--- config.mk ---
export PLATFORM = sky130hd
export DESIGN_NAME = tmr_unit
export DESIGN_NICKNAME = d
export VERILOG_FILES = /design/src/rtl/tmr_pkg.sv /design/src/rtl/tmr_unit.sv /design/src/rtl/tmr_flag.sv
export SDC_FILE = /design/constraint.sdc
export NUM_CORES = 2
export LEC_CHECK = 0
export BUFFER_PORTS_ARGS = -buffer_cell sky130_fd_sc_hd__buf_2
export CELL_PAD_IN_SITES_DETAIL_PLACEMENT = 1
export CELL_PAD_IN_SITES_GLOBAL_PLACEMENT = 1
export CORE_UTILIZATION = 52
export DETAILED_ROUTE_END_ITERATION = 8
export GPL_ROUTABILITY_DRIVEN = 1
export PLACE_DENSITY_LB_ADDON = 0.1
export SLEW_MARGIN = 20
export SYNTH_ARGS = -nofsm -noshare
export SYNTH_HDL_FRONTEND = slang
export SYNTH_SLANG_ARGS = --single-unit
--- constraint.sdc ---
create_clock -name clock -period 6.9 [get_ports clock]
set_input_delay 0.69 -clock clock [delete_from_list [all_inputs] [get_ports clock]]
set_output_delay 0.69 -clock clock [all_outputs]
set_load 0.005 [all_outputs]
--- src/rtl/tmr_pkg.sv ---
package tmr_pkg;

  // ------------------------------------------------------------------
  // Sizes
  // ------------------------------------------------------------------
  localparam int TMR_CHANS = 5;
  localparam int TMR_CNT_W = 16;
  localparam int TMR_FLAGS_PER_CH = 3;
  localparam int TMR_IRQS = TMR_CHANS * TMR_FLAGS_PER_CH;
  localparam int TMR_BUF_FIRST = 3;

  // ------------------------------------------------------------------
  // Bus cycle phases and targets
  // ------------------------------------------------------------------
  localparam logic [1:0] TMR_PH_IDLE = 2'h0;
  localparam logic [1:0] TMR_PH_T1 = 2'h1;
  localparam logic [1:0] TMR_PH_T2 = 2'h2;
  localparam logic [1:0] TMR_PH_T3 = 2'h3;

  localparam logic [2:0] TMR_TGT_CNT = 3'h0;
  localparam logic [2:0] TMR_TGT_GRA = 3'h1;
  localparam logic [2:0] TMR_TGT_GRB = 3'h2;
  localparam logic [2:0] TMR_TGT_BRA = 3'h3;
  localparam logic [2:0] TMR_TGT_BRB = 3'h4;
  localparam logic [2:0] TMR_TGT_STAT = 3'h5;

  // ------------------------------------------------------------------
  // Status bit positions and clear sources
  // ------------------------------------------------------------------
  localparam int TMR_FLAG_A = 0;
  localparam int TMR_FLAG_B = 1;
  localparam int TMR_FLAG_WRAP = 2;

  localparam logic [1:0] TMR_CLR_NONE = 2'h0;
  localparam logic [1:0] TMR_CLR_A = 2'h1;
  localparam logic [1:0] TMR_CLR_B = 2'h2;
  localparam logic [1:0] TMR_CLR_SYNC = 2'h3;

  // ------------------------------------------------------------------
  // Reset values and boundaries
  // ------------------------------------------------------------------
  localparam logic [15:0] TMR_CNT_RESET = 16'h0000;
  localparam logic [15:0] TMR_GR_RESET = 16'hFFFF;
  localparam logic [15:0] TMR_CNT_MAX = 16'hFFFF;
  localparam logic [15:0] TMR_CNT_MIN = 16'h0000;
  localparam logic [15:0] TMR_CNT_ONE = 16'h0001;
  localparam logic [3:0] TMR_IDX_NONE = 4'hF;

  // ------------------------------------------------------------------
  // Carriers
  // ------------------------------------------------------------------
  typedef struct packed {
    logic rd;
    logic wr;
    logic [1:0] phase;
    logic [2:0] chan;
    logic [2:0] target;
    logic hi_en;
    logic lo_en;
    logic [15:0] wdata;
  } tmr_bus_t;

  typedef struct packed {
    logic [1:0] clr_sel;
    logic cap_a;
    logic cap_b;
    logic pwm;
    logic buf_a;
    logic buf_b;
    logic sync;
    logic count_down;
    logic [2:0] irq_en;
  } tmr_cfg_t;

  typedef struct packed {
    logic count_pulse;
    logic cap_a;
    logic cap_b;
  } tmr_evt_t;

endpackage

--- src/rtl/tmr_unit.sv ---
// Operation
// - Capture sets flag and copies counter
// - Wrap flag on forward or backward rollover
// - Flag clears by read-set then write zero
// - Three request lines per channel, fifteen
// - Request equals flag and enable together
// - Default priority channel 0 A first
// - Clear beats counter write in T3
// - Word write in T3 beats count pulse
// - Byte write T2/T3 skips count, keeps byte
// - GR write in T3 suppresses match
// - Write beats wrap count, flag still set
// - GR read in T3 returns pre-capture value
// - Capture clear beats count, stores old value
// - Capture beats GR write in T3
// - Match clear gives period of N+1
// - Capture beats buffer write in T3
// - Write to synced counter sets all synced
// - PWM: no capture, simultaneous matches inhibited
// - Match event on last cycle of equality
`timescale 1ns/1ns
`default_nettype none
module tmr_unit
  import tmr_pkg::*;
#(
  parameter int CHANS = TMR_CHANS,
  parameter logic [15:0] GR_INIT = TMR_GR_RESET
) (
  input wire logic clock,
  input wire logic rst_n,
  input wire tmr_bus_t bus,
  input wire tmr_cfg_t cfg [CHANS],
  input wire tmr_evt_t evt [CHANS],
  output logic [15:0] rdata_q,
  output logic rvalid_q,
  output logic [15:0] count_q [CHANS],
  output logic [CHANS*3-1:0] irq,
  output logic irq_any,
  output logic [3:0] irq_top
);

  // ------------------------------------------------------------------
  // Helpers
  // ------------------------------------------------------------------
  function automatic logic [15:0] merge(input logic [15:0] old, input logic [15:0] wd,
                                        input logic hi, input logic lo);
    logic [15:0] r;
    r = old;
    if (hi) r[15:8] = wd[15:8];
    if (lo) r[7:0] = wd[7:0];
    return r;
  endfunction

  function automatic logic [3:0] first_set(input logic [CHANS*3-1:0] v);
    logic [3:0] idx;
    idx = TMR_IDX_NONE;
    for (int k = CHANS * 3 - 1; k >= 0; k--) begin
      if (v[k]) idx = 4'(k);
    end
    return idx;
  endfunction

  // ------------------------------------------------------------------
  // State
  // ------------------------------------------------------------------
  logic [15:0] gra_q [CHANS];
  logic [15:0] grb_q [CHANS];
  logic [15:0] bra_q [CHANS];
  logic [15:0] brb_q [CHANS];
  logic [CHANS*3-1:0] flags;

  logic wr_t3;
  logic rd_t3;
  logic byte_wr;
  logic [15:0] cnt_wval;
  logic any_sync_clr;
  logic [CHANS-1:0] in_scope;
  logic [CHANS-1:0] cnt_load;
  logic [CHANS-1:0] cnt_hold;
  logic [CHANS-1:0] cap_a;
  logic [CHANS-1:0] cap_b;
  logic [CHANS-1:0] match_a;
  logic [CHANS-1:0] match_b;
  logic [CHANS-1:0] own_clr;
  logic [CHANS-1:0] clr;
  logic [CHANS-1:0] wrap_evt;
  logic [CHANS-1:0] gra_wr;
  logic [CHANS-1:0] grb_wr;
  logic [CHANS-1:0] bra_wr;
  logic [CHANS-1:0] brb_wr;
  logic [CHANS-1:0] buf_ok;

  // ------------------------------------------------------------------
  // Bus decode
  // ------------------------------------------------------------------
  assign wr_t3 = bus.wr && bus.phase == TMR_PH_T3;
  assign rd_t3 = bus.rd && bus.phase == TMR_PH_T3;
  assign byte_wr = bus.hi_en ^ bus.lo_en;
  assign cnt_wval = merge(count_q[bus.chan], bus.wdata, bus.hi_en, bus.lo_en);

  // ------------------------------------------------------------------
  // Per channel events
  // ------------------------------------------------------------------
  always_comb begin
    for (int i = 0; i < CHANS; i++) begin
      // Synced channels follow a counter write to any one of them
      in_scope[i] = (int'(bus.chan) == i) ||
                    (cfg[i].sync && int'(bus.chan) < CHANS && cfg[bus.chan].sync);
      cnt_load[i] = wr_t3 && bus.target == TMR_TGT_CNT && in_scope[i];
      cnt_hold[i] = bus.wr && bus.target == TMR_TGT_CNT && in_scope[i] && byte_wr &&
                    (bus.phase == TMR_PH_T2 || bus.phase == TMR_PH_T3);
      gra_wr[i] = wr_t3 && bus.target == TMR_TGT_GRA && int'(bus.chan) == i;
      grb_wr[i] = wr_t3 && bus.target == TMR_TGT_GRB && int'(bus.chan) == i;
      bra_wr[i] = wr_t3 && bus.target == TMR_TGT_BRA && int'(bus.chan) == i;
      brb_wr[i] = wr_t3 && bus.target == TMR_TGT_BRB && int'(bus.chan) == i;
      buf_ok[i] = i >= TMR_BUF_FIRST;
      cap_a[i] = evt[i].cap_a && cfg[i].cap_a && !cfg[i].pwm;
      cap_b[i] = evt[i].cap_b && cfg[i].cap_b && !cfg[i].pwm;
      // Match fires as the counter leaves the equal value
      match_a[i] = evt[i].count_pulse && !cfg[i].cap_a && count_q[i] == gra_q[i] &&
                   !gra_wr[i];
      match_b[i] = evt[i].count_pulse && !cfg[i].cap_b && count_q[i] == grb_q[i] &&
                   !grb_wr[i];
      if (cfg[i].pwm && match_a[i] && match_b[i]) begin
        match_a[i] = 1'b0;
        match_b[i] = 1'b0;
      end
      own_clr[i] = (cfg[i].clr_sel == TMR_CLR_A && (match_a[i] || cap_a[i])) ||
                   (cfg[i].clr_sel == TMR_CLR_B && (match_b[i] || cap_b[i]));
    end
  end

  // ------------------------------------------------------------------
  // Synchronous clear fan-out
  // ------------------------------------------------------------------
  always_comb begin
    any_sync_clr = 1'b0;
    for (int i = 0; i < CHANS; i++) begin
      any_sync_clr = any_sync_clr | (own_clr[i] & cfg[i].sync);
    end
  end

  // ------------------------------------------------------------------
  // Counter clear and wrap detection
  // ------------------------------------------------------------------
  always_comb begin
    for (int i = 0; i < CHANS; i++) begin
      clr[i] = own_clr[i] ||
               (cfg[i].clr_sel == TMR_CLR_SYNC && cfg[i].sync && any_sync_clr);
      wrap_evt[i] = evt[i].count_pulse && !clr[i] &&
                    (cfg[i].count_down ? count_q[i] == TMR_CNT_MIN
                                       : count_q[i] == TMR_CNT_MAX);
    end
  end

  // ------------------------------------------------------------------
  // Counters
  // ------------------------------------------------------------------
  always_ff @(posedge clock or negedge rst_n) begin
    if (!rst_n) begin
      for (int i = 0; i < CHANS; i++) count_q[i] <= TMR_CNT_RESET;
    end else begin
      for (int i = 0; i < CHANS; i++) begin
        if (clr[i]) begin
          count_q[i] <= TMR_CNT_RESET;
        end else if (cnt_load[i]) begin
          count_q[i] <= cnt_wval;
        end else if (cnt_hold[i]) begin
          count_q[i] <= count_q[i];
        end else if (evt[i].count_pulse) begin
          count_q[i] <= cfg[i].count_down ? count_q[i] - TMR_CNT_ONE
                                          : count_q[i] + TMR_CNT_ONE;
        end
      end
    end
  end

  // ------------------------------------------------------------------
  // General registers A
  // ------------------------------------------------------------------
  always_ff @(posedge clock or negedge rst_n) begin
    if (!rst_n) begin
      for (int i = 0; i < CHANS; i++) gra_q[i] <= GR_INIT;
    end else begin
      for (int i = 0; i < CHANS; i++) begin
        if (cap_a[i]) begin
          gra_q[i] <= count_q[i];
        end else if (gra_wr[i]) begin
          gra_q[i] <= merge(gra_q[i], bus.wdata, bus.hi_en, bus.lo_en);
        end else if (match_a[i] && cfg[i].buf_a && buf_ok[i]) begin
          gra_q[i] <= bra_q[i];
        end
      end
    end
  end

  // ------------------------------------------------------------------
  // General registers B
  // ------------------------------------------------------------------
  always_ff @(posedge clock or negedge rst_n) begin
    if (!rst_n) begin
      for (int i = 0; i < CHANS; i++) grb_q[i] <= GR_INIT;
    end else begin
      for (int i = 0; i < CHANS; i++) begin
        if (cap_b[i]) begin
          grb_q[i] <= count_q[i];
        end else if (grb_wr[i]) begin
          grb_q[i] <= merge(grb_q[i], bus.wdata, bus.hi_en, bus.lo_en);
        end else if (match_b[i] && cfg[i].buf_b && buf_ok[i]) begin
          grb_q[i] <= brb_q[i];
        end
      end
    end
  end

  // ------------------------------------------------------------------
  // Buffer registers
  // ------------------------------------------------------------------
  always_ff @(posedge clock or negedge rst_n) begin
    if (!rst_n) begin
      for (int i = 0; i < CHANS; i++) begin
        bra_q[i] <= GR_INIT;
        brb_q[i] <= GR_INIT;
      end
    end else begin
      for (int i = 0; i < CHANS; i++) begin
        if (cap_a[i] && cfg[i].buf_a && buf_ok[i]) begin
          bra_q[i] <= gra_q[i];
        end else if (bra_wr[i]) begin
          bra_q[i] <= merge(bra_q[i], bus.wdata, bus.hi_en, bus.lo_en);
        end
        if (cap_b[i] && cfg[i].buf_b && buf_ok[i]) begin
          brb_q[i] <= grb_q[i];
        end else if (brb_wr[i]) begin
          brb_q[i] <= merge(brb_q[i], bus.wdata, bus.hi_en, bus.lo_en);
        end
      end
    end
  end

  // ------------------------------------------------------------------
  // Read data, sampled before this edge's capture lands
  // ------------------------------------------------------------------
  always_ff @(posedge clock or negedge rst_n) begin
    if (!rst_n) begin
      rdata_q <= 16'h0000;
      rvalid_q <= 1'b0;
    end else begin
      rvalid_q <= rd_t3;
      if (rd_t3 && int'(bus.chan) < CHANS) begin
        case (bus.target)
          TMR_TGT_CNT: rdata_q <= count_q[bus.chan];
          TMR_TGT_GRA: rdata_q <= gra_q[bus.chan];
          TMR_TGT_GRB: rdata_q <= grb_q[bus.chan];
          TMR_TGT_BRA: rdata_q <= bra_q[bus.chan];
          TMR_TGT_BRB: rdata_q <= brb_q[bus.chan];
          TMR_TGT_STAT: rdata_q <= {13'h0000, flags[bus.chan*3 +: 3]};
          default: rdata_q <= 16'h0000;
        endcase
      end else if (rd_t3) begin
        rdata_q <= 16'h0000;
      end
    end
  end

  // ------------------------------------------------------------------
  // Status flags and request lines
  // ------------------------------------------------------------------
  for (genvar g = 0; g < CHANS; g++) begin : g_chan
    logic rd_st;
    logic wr_st;
    logic [2:0] set_v;
    assign rd_st = rd_t3 && bus.target == TMR_TGT_STAT && int'(bus.chan) == g;
    assign wr_st = wr_t3 && bus.target == TMR_TGT_STAT && int'(bus.chan) == g && bus.lo_en;
    assign set_v[TMR_FLAG_A] = match_a[g] | cap_a[g];
    assign set_v[TMR_FLAG_B] = match_b[g] | cap_b[g];
    assign set_v[TMR_FLAG_WRAP] = wrap_evt[g];
    for (genvar f = 0; f < TMR_FLAGS_PER_CH; f++) begin : g_flag
      tmr_flag u_flag (
        .clock(clock),
        .rst_n(rst_n),
        .set(set_v[f]),
        .rd_stat(rd_st),
        .wr_stat(wr_st),
        .wbit(bus.wdata[f]),
        .en(cfg[g].irq_en[f]),
        .flag_q(flags[g*3+f]),
        .irq(irq[g*3+f])
      );
    end
  end

  // ------------------------------------------------------------------
  // Request summary, lowest index first
  // ------------------------------------------------------------------
  assign irq_any = |irq;
  assign irq_top = first_set(irq);

endmodule // tmr_unit
`default_nettype wire

--- src/rtl/tmr_flag.sv ---
`timescale 1ns/1ns
`default_nettype none
module tmr_flag
  import tmr_pkg::*;
(
  input wire logic clock,
  input wire logic rst_n,
  input wire logic set,
  input wire logic rd_stat,
  input wire logic wr_stat,
  input wire logic wbit,
  input wire logic en,
  output logic flag_q,
  output logic irq
);

  logic armed_q;

  // ------------------------------------------------------------------
  // Read-while-set arming
  // ------------------------------------------------------------------
  always_ff @(posedge clock or negedge rst_n) begin
    if (!rst_n) begin
      armed_q <= 1'b0;
    end else if (wr_stat) begin
      armed_q <= 1'b0;
    end else if (rd_stat && flag_q) begin
      armed_q <= 1'b1;
    end
  end

  // ------------------------------------------------------------------
  // Sticky flag, set beats clear
  // ------------------------------------------------------------------
  always_ff @(posedge clock or negedge rst_n) begin
    if (!rst_n) begin
      flag_q <= 1'b0;
    end else if (set) begin
      flag_q <= 1'b1;
    end else if (wr_stat && !wbit && armed_q) begin
      flag_q <= 1'b0;
    end
  end

  assign irq = flag_q & en;

endmodule // tmr_flag
`default_nettype wire

==> impl_metrics.json <==
{
  "fp.dieH_um": 247,
  "num-fill-cells": 6565,
  "place_ws_ns": 1.29,
  "final-setup-viol-count": 0,
  "cp-start-kind": "input port",
  "ir_worst_vdd_uv": 280,
  "clockBufferDepth": 3,
  "clk_latency_ns": 0.66,
  "reg2reg_depth": 9,
  "dp.cells": 4032,
  "final_hold_viol_count": 0,
  "areaGrowthSynthToFinish_pct": 10.5,
  "grt_use_total_pct": 47.3,
  "layout_min_cycle_time_ns": 5.19,
  "die_w_um": 247,
  "wl_per_cell_um": 35.2,
  "yosys_warnings": 0,
  "final_nets": 3493,
  "outcome": "complete, but fails checks",
  "clkPwrFrac_pct": 20.4,
  "violations": "DRC",
  "gp_congestion": 1.05,
  "crit_type": "in -> reg",
  "p_switching_mw": 6.39,
  "dr.pass1.iters": 9,
  "r2r_start": "count_q[53]",
  "num_vias": 29405,
  "cts-root-buf": "clkbuf_16",
  "cts_buffers": 52,
  "ios": 222,
  "std_cell_rows": 89,
  "period_share_pct": 75.2,
  "synth_top_family_by_area": "multiplexers",
  "synth.lib_cells_used.distinct": 76,
  "layout-drive-gt1-share_pct": 29.6,
  "postCtsSetupRepairBufs": 0,
  "maxSlewHeadroom_pct": 22.8,
  "arrival_ns": 5.73,
  "power_per_cell_area_nw_per_um2": 411,
  "cts-resized-gates": 0,
  "cp.required_ns": 7.44,
  "ff_latch_area_sq_um": 11600,
  "htreeDepth": 2,
  "post-route-drc-count": 38,
  "synth-xor-area-share_pct": 6.39,
  "final_common_cell": "nand2_1",
  "synth_nets": 3444,
  "drv_cap": 0,
  "grt_pass1_wl_um": 207000,
  "overflow": 0,
  "synth.cell_area_sq_um": 31300,
  "start_util_pct": 52.8,
  "cellInternalPower_mw": 7.80,
  "ys_ff_latch": 447,
  "max_stage_delay_ns": 0.64,
  "endpoint_kind": "flip-flop",
  "wirelength_um": 145000,
  "slowest_stage": "or3b_1",
  "port_buffers": 215,
  "synth_flop_cell": "dfstp_2",
  "fmax_mhz": 193,
  "final_cell_mix": "nand2_1, dfstp_2, o21ai_0",
  "syn_inst": 3264,
  "hold_path.class": "in -> async",
  "avgSynthCellArea_sq_um": 9.58,
  "synth_adder_area_share_pct": 3.12,
  "core_area_sq_um": 59200,
  "multiInputGateArea_sq_um": 18500,
  "viasPerCell": 7.11,
  "path_cells": "buf_2, or3b_1, buf_4, nor3_4, buf_4, or4_4, o311ai_4, a211oi_1, a2111o_1, or4_4, a211o_1, a211oi_1",
  "rsz0062_at_grt": "false",
  "synth_compound_area_share_pct": 15.1,
  "hold_buffers": 0,
  "worst_slack_ns": 1.71,
  "grt_max_degree": 156,
  "tightest_slew_ns": 1.14,
  "die_area_sq_um": 61100,
  "crit_fanout": 39,
  "synth_enable_flop_cells": 0,
  "p_sw_share_pct": 45.1,
  "antenna_found_initial": 7,
  "clock_skew_ns": 0.0535,
  "fin_cells": 4134,
  "p_leak_nw": 15.3,
  "grt_pass1_vias": 29553,
  "drt_iter0_drc": 3442,
  "slew_violations": 0,
  "async_reset_ff_share_pct": 100,
  "r2r_end": "count_q[30]",
  "hpwlAfterDp_um": 102000,
  "synth-simple-area-share_pct": 14.4,
  "clk_pin_slew_worst_paths_ns": 0.06,
  "muxShareOfSynthArea_pct": 19.7,
  "comb_power_share_pct": 41.2,
  "numClockSinks": 447,
  "synth_seq_area_share_pct": 37.1,
  "cts_tree": "yes",
  "rrSetupSlack_ns": 2.01,
  "p_seq_share_pct": 38.4,
  "postRouteAntennaNets": 0,
  "tns_ns": 0
}
## worst max-delay path by stage
stage | from | slack (ns) | cells after the start | to
finish | bus[19] | 1.71 | 12 | count_q[30]
global route | bus[19] | 1.68 | 12 | count_q[21]
CTS | bus[19] | 1.93 | 12 | count_q[21]
detailed placement | bus[19] | 1.29 | 12 | count_q[21]
global placement | bus[19] | 1.36 | 12 | count_q[30]
floorplan | bus[18] | 3.11 | 13 | count_q[31]
## critical path: cells and delay by family
kind,cells,cell delay (ns)
buffers and inverters,3,1.09
and+or+nand+nor,4,1.86
AOI/OAI and AO/OA,5,2.03
## per-stage QoR
stage               util [%]  total power [mW]  hold WS (ns)  instance area, sq um
floorplan                  -              8.24         0.394                 31300
global placement        55.2              10.6         0.460                 32700
CTS                     58.2              13.9         0.134                 34500
detailed placement      55.3              10.9         0.466                 32700
finish                  58.3              14.2         0.110                 34500
global route            58.3              14.6         0.150                 34500
## power groups by stage
stage               sequential (mW)  clock, mW  combinational (mW)
CTS                            5.31       2.89                5.69
global route                   5.40       2.98                6.21
detailed placement             5.33          0                5.59
global placement               5.29          0                5.31
floorplan                      4.19          0                4.05
finish                         5.45       2.90                5.84
## synth_stat cells (49+ instances only)
master / n / area [sq um]
a21oi_1: 194 / 971
and3_1: 49 / 307
clkbuf_1: 241 / 905
dfrtp_1: 127 / 3180
dfstp_2: 320 / 8410
ha_1: 70 / 876
mux2_2: 173 / 1950
mux2i_1: 232 / 2320
mux4_2: 84 / 1890
nand2_1: 346 / 1300
nor2_1: 249 / 935
nor3_1: 57 / 285
o21ai_0: 249 / 1250
xnor2_1: 113 / 990
xor2_1: 115 / 1010
## registers in the layout (all words and copies together), names as in the netlist
register                      cells
bra_q                            80
brb_q                            80
count_q                          80
gra_q                            80
grb_q                            80
rdata_q                          16
g_chan.g_flag.u_flag.armed_q     15
g_chan.g_flag.u_flag.flag_q      15
rvalid_q                          1
## area by class of cell
| cell class | count | area share (%) |
|---|---|---|
| sequential | 447 | 33.6 |
| tap | 773 | 2.80 |
| inverter | 26 | 0.283 |
| timing repair buffer | 285 | 4.78 |
| antenna | 6 | 0.0435 |
| clock inverter | 19 | 0.779 |
| clock buffer | 77 | 4.27 |
| multi-input combinational | 2501 | 53.5 |
## kinds of logic after synthesis
logic type,after synthesis
AND/OR/NAND/NOR,956
AO/OA/AOI/OAI,753
multiplexers,489
flip-flops,447
buffers and inverters,316
XOR/XNOR,228
adder cells (fa/ha/maj),75
## metal layers
metal	up-vias	track usage [%]	part of all wire, %
li1	11986	-	-
met1	14848	59.4	37
met2	1968	70.3	43
met3	595	13.7	12
met4	8	32.0	7.9
met5	-	0.980	0.086
(Power assumes the default switching activity.)
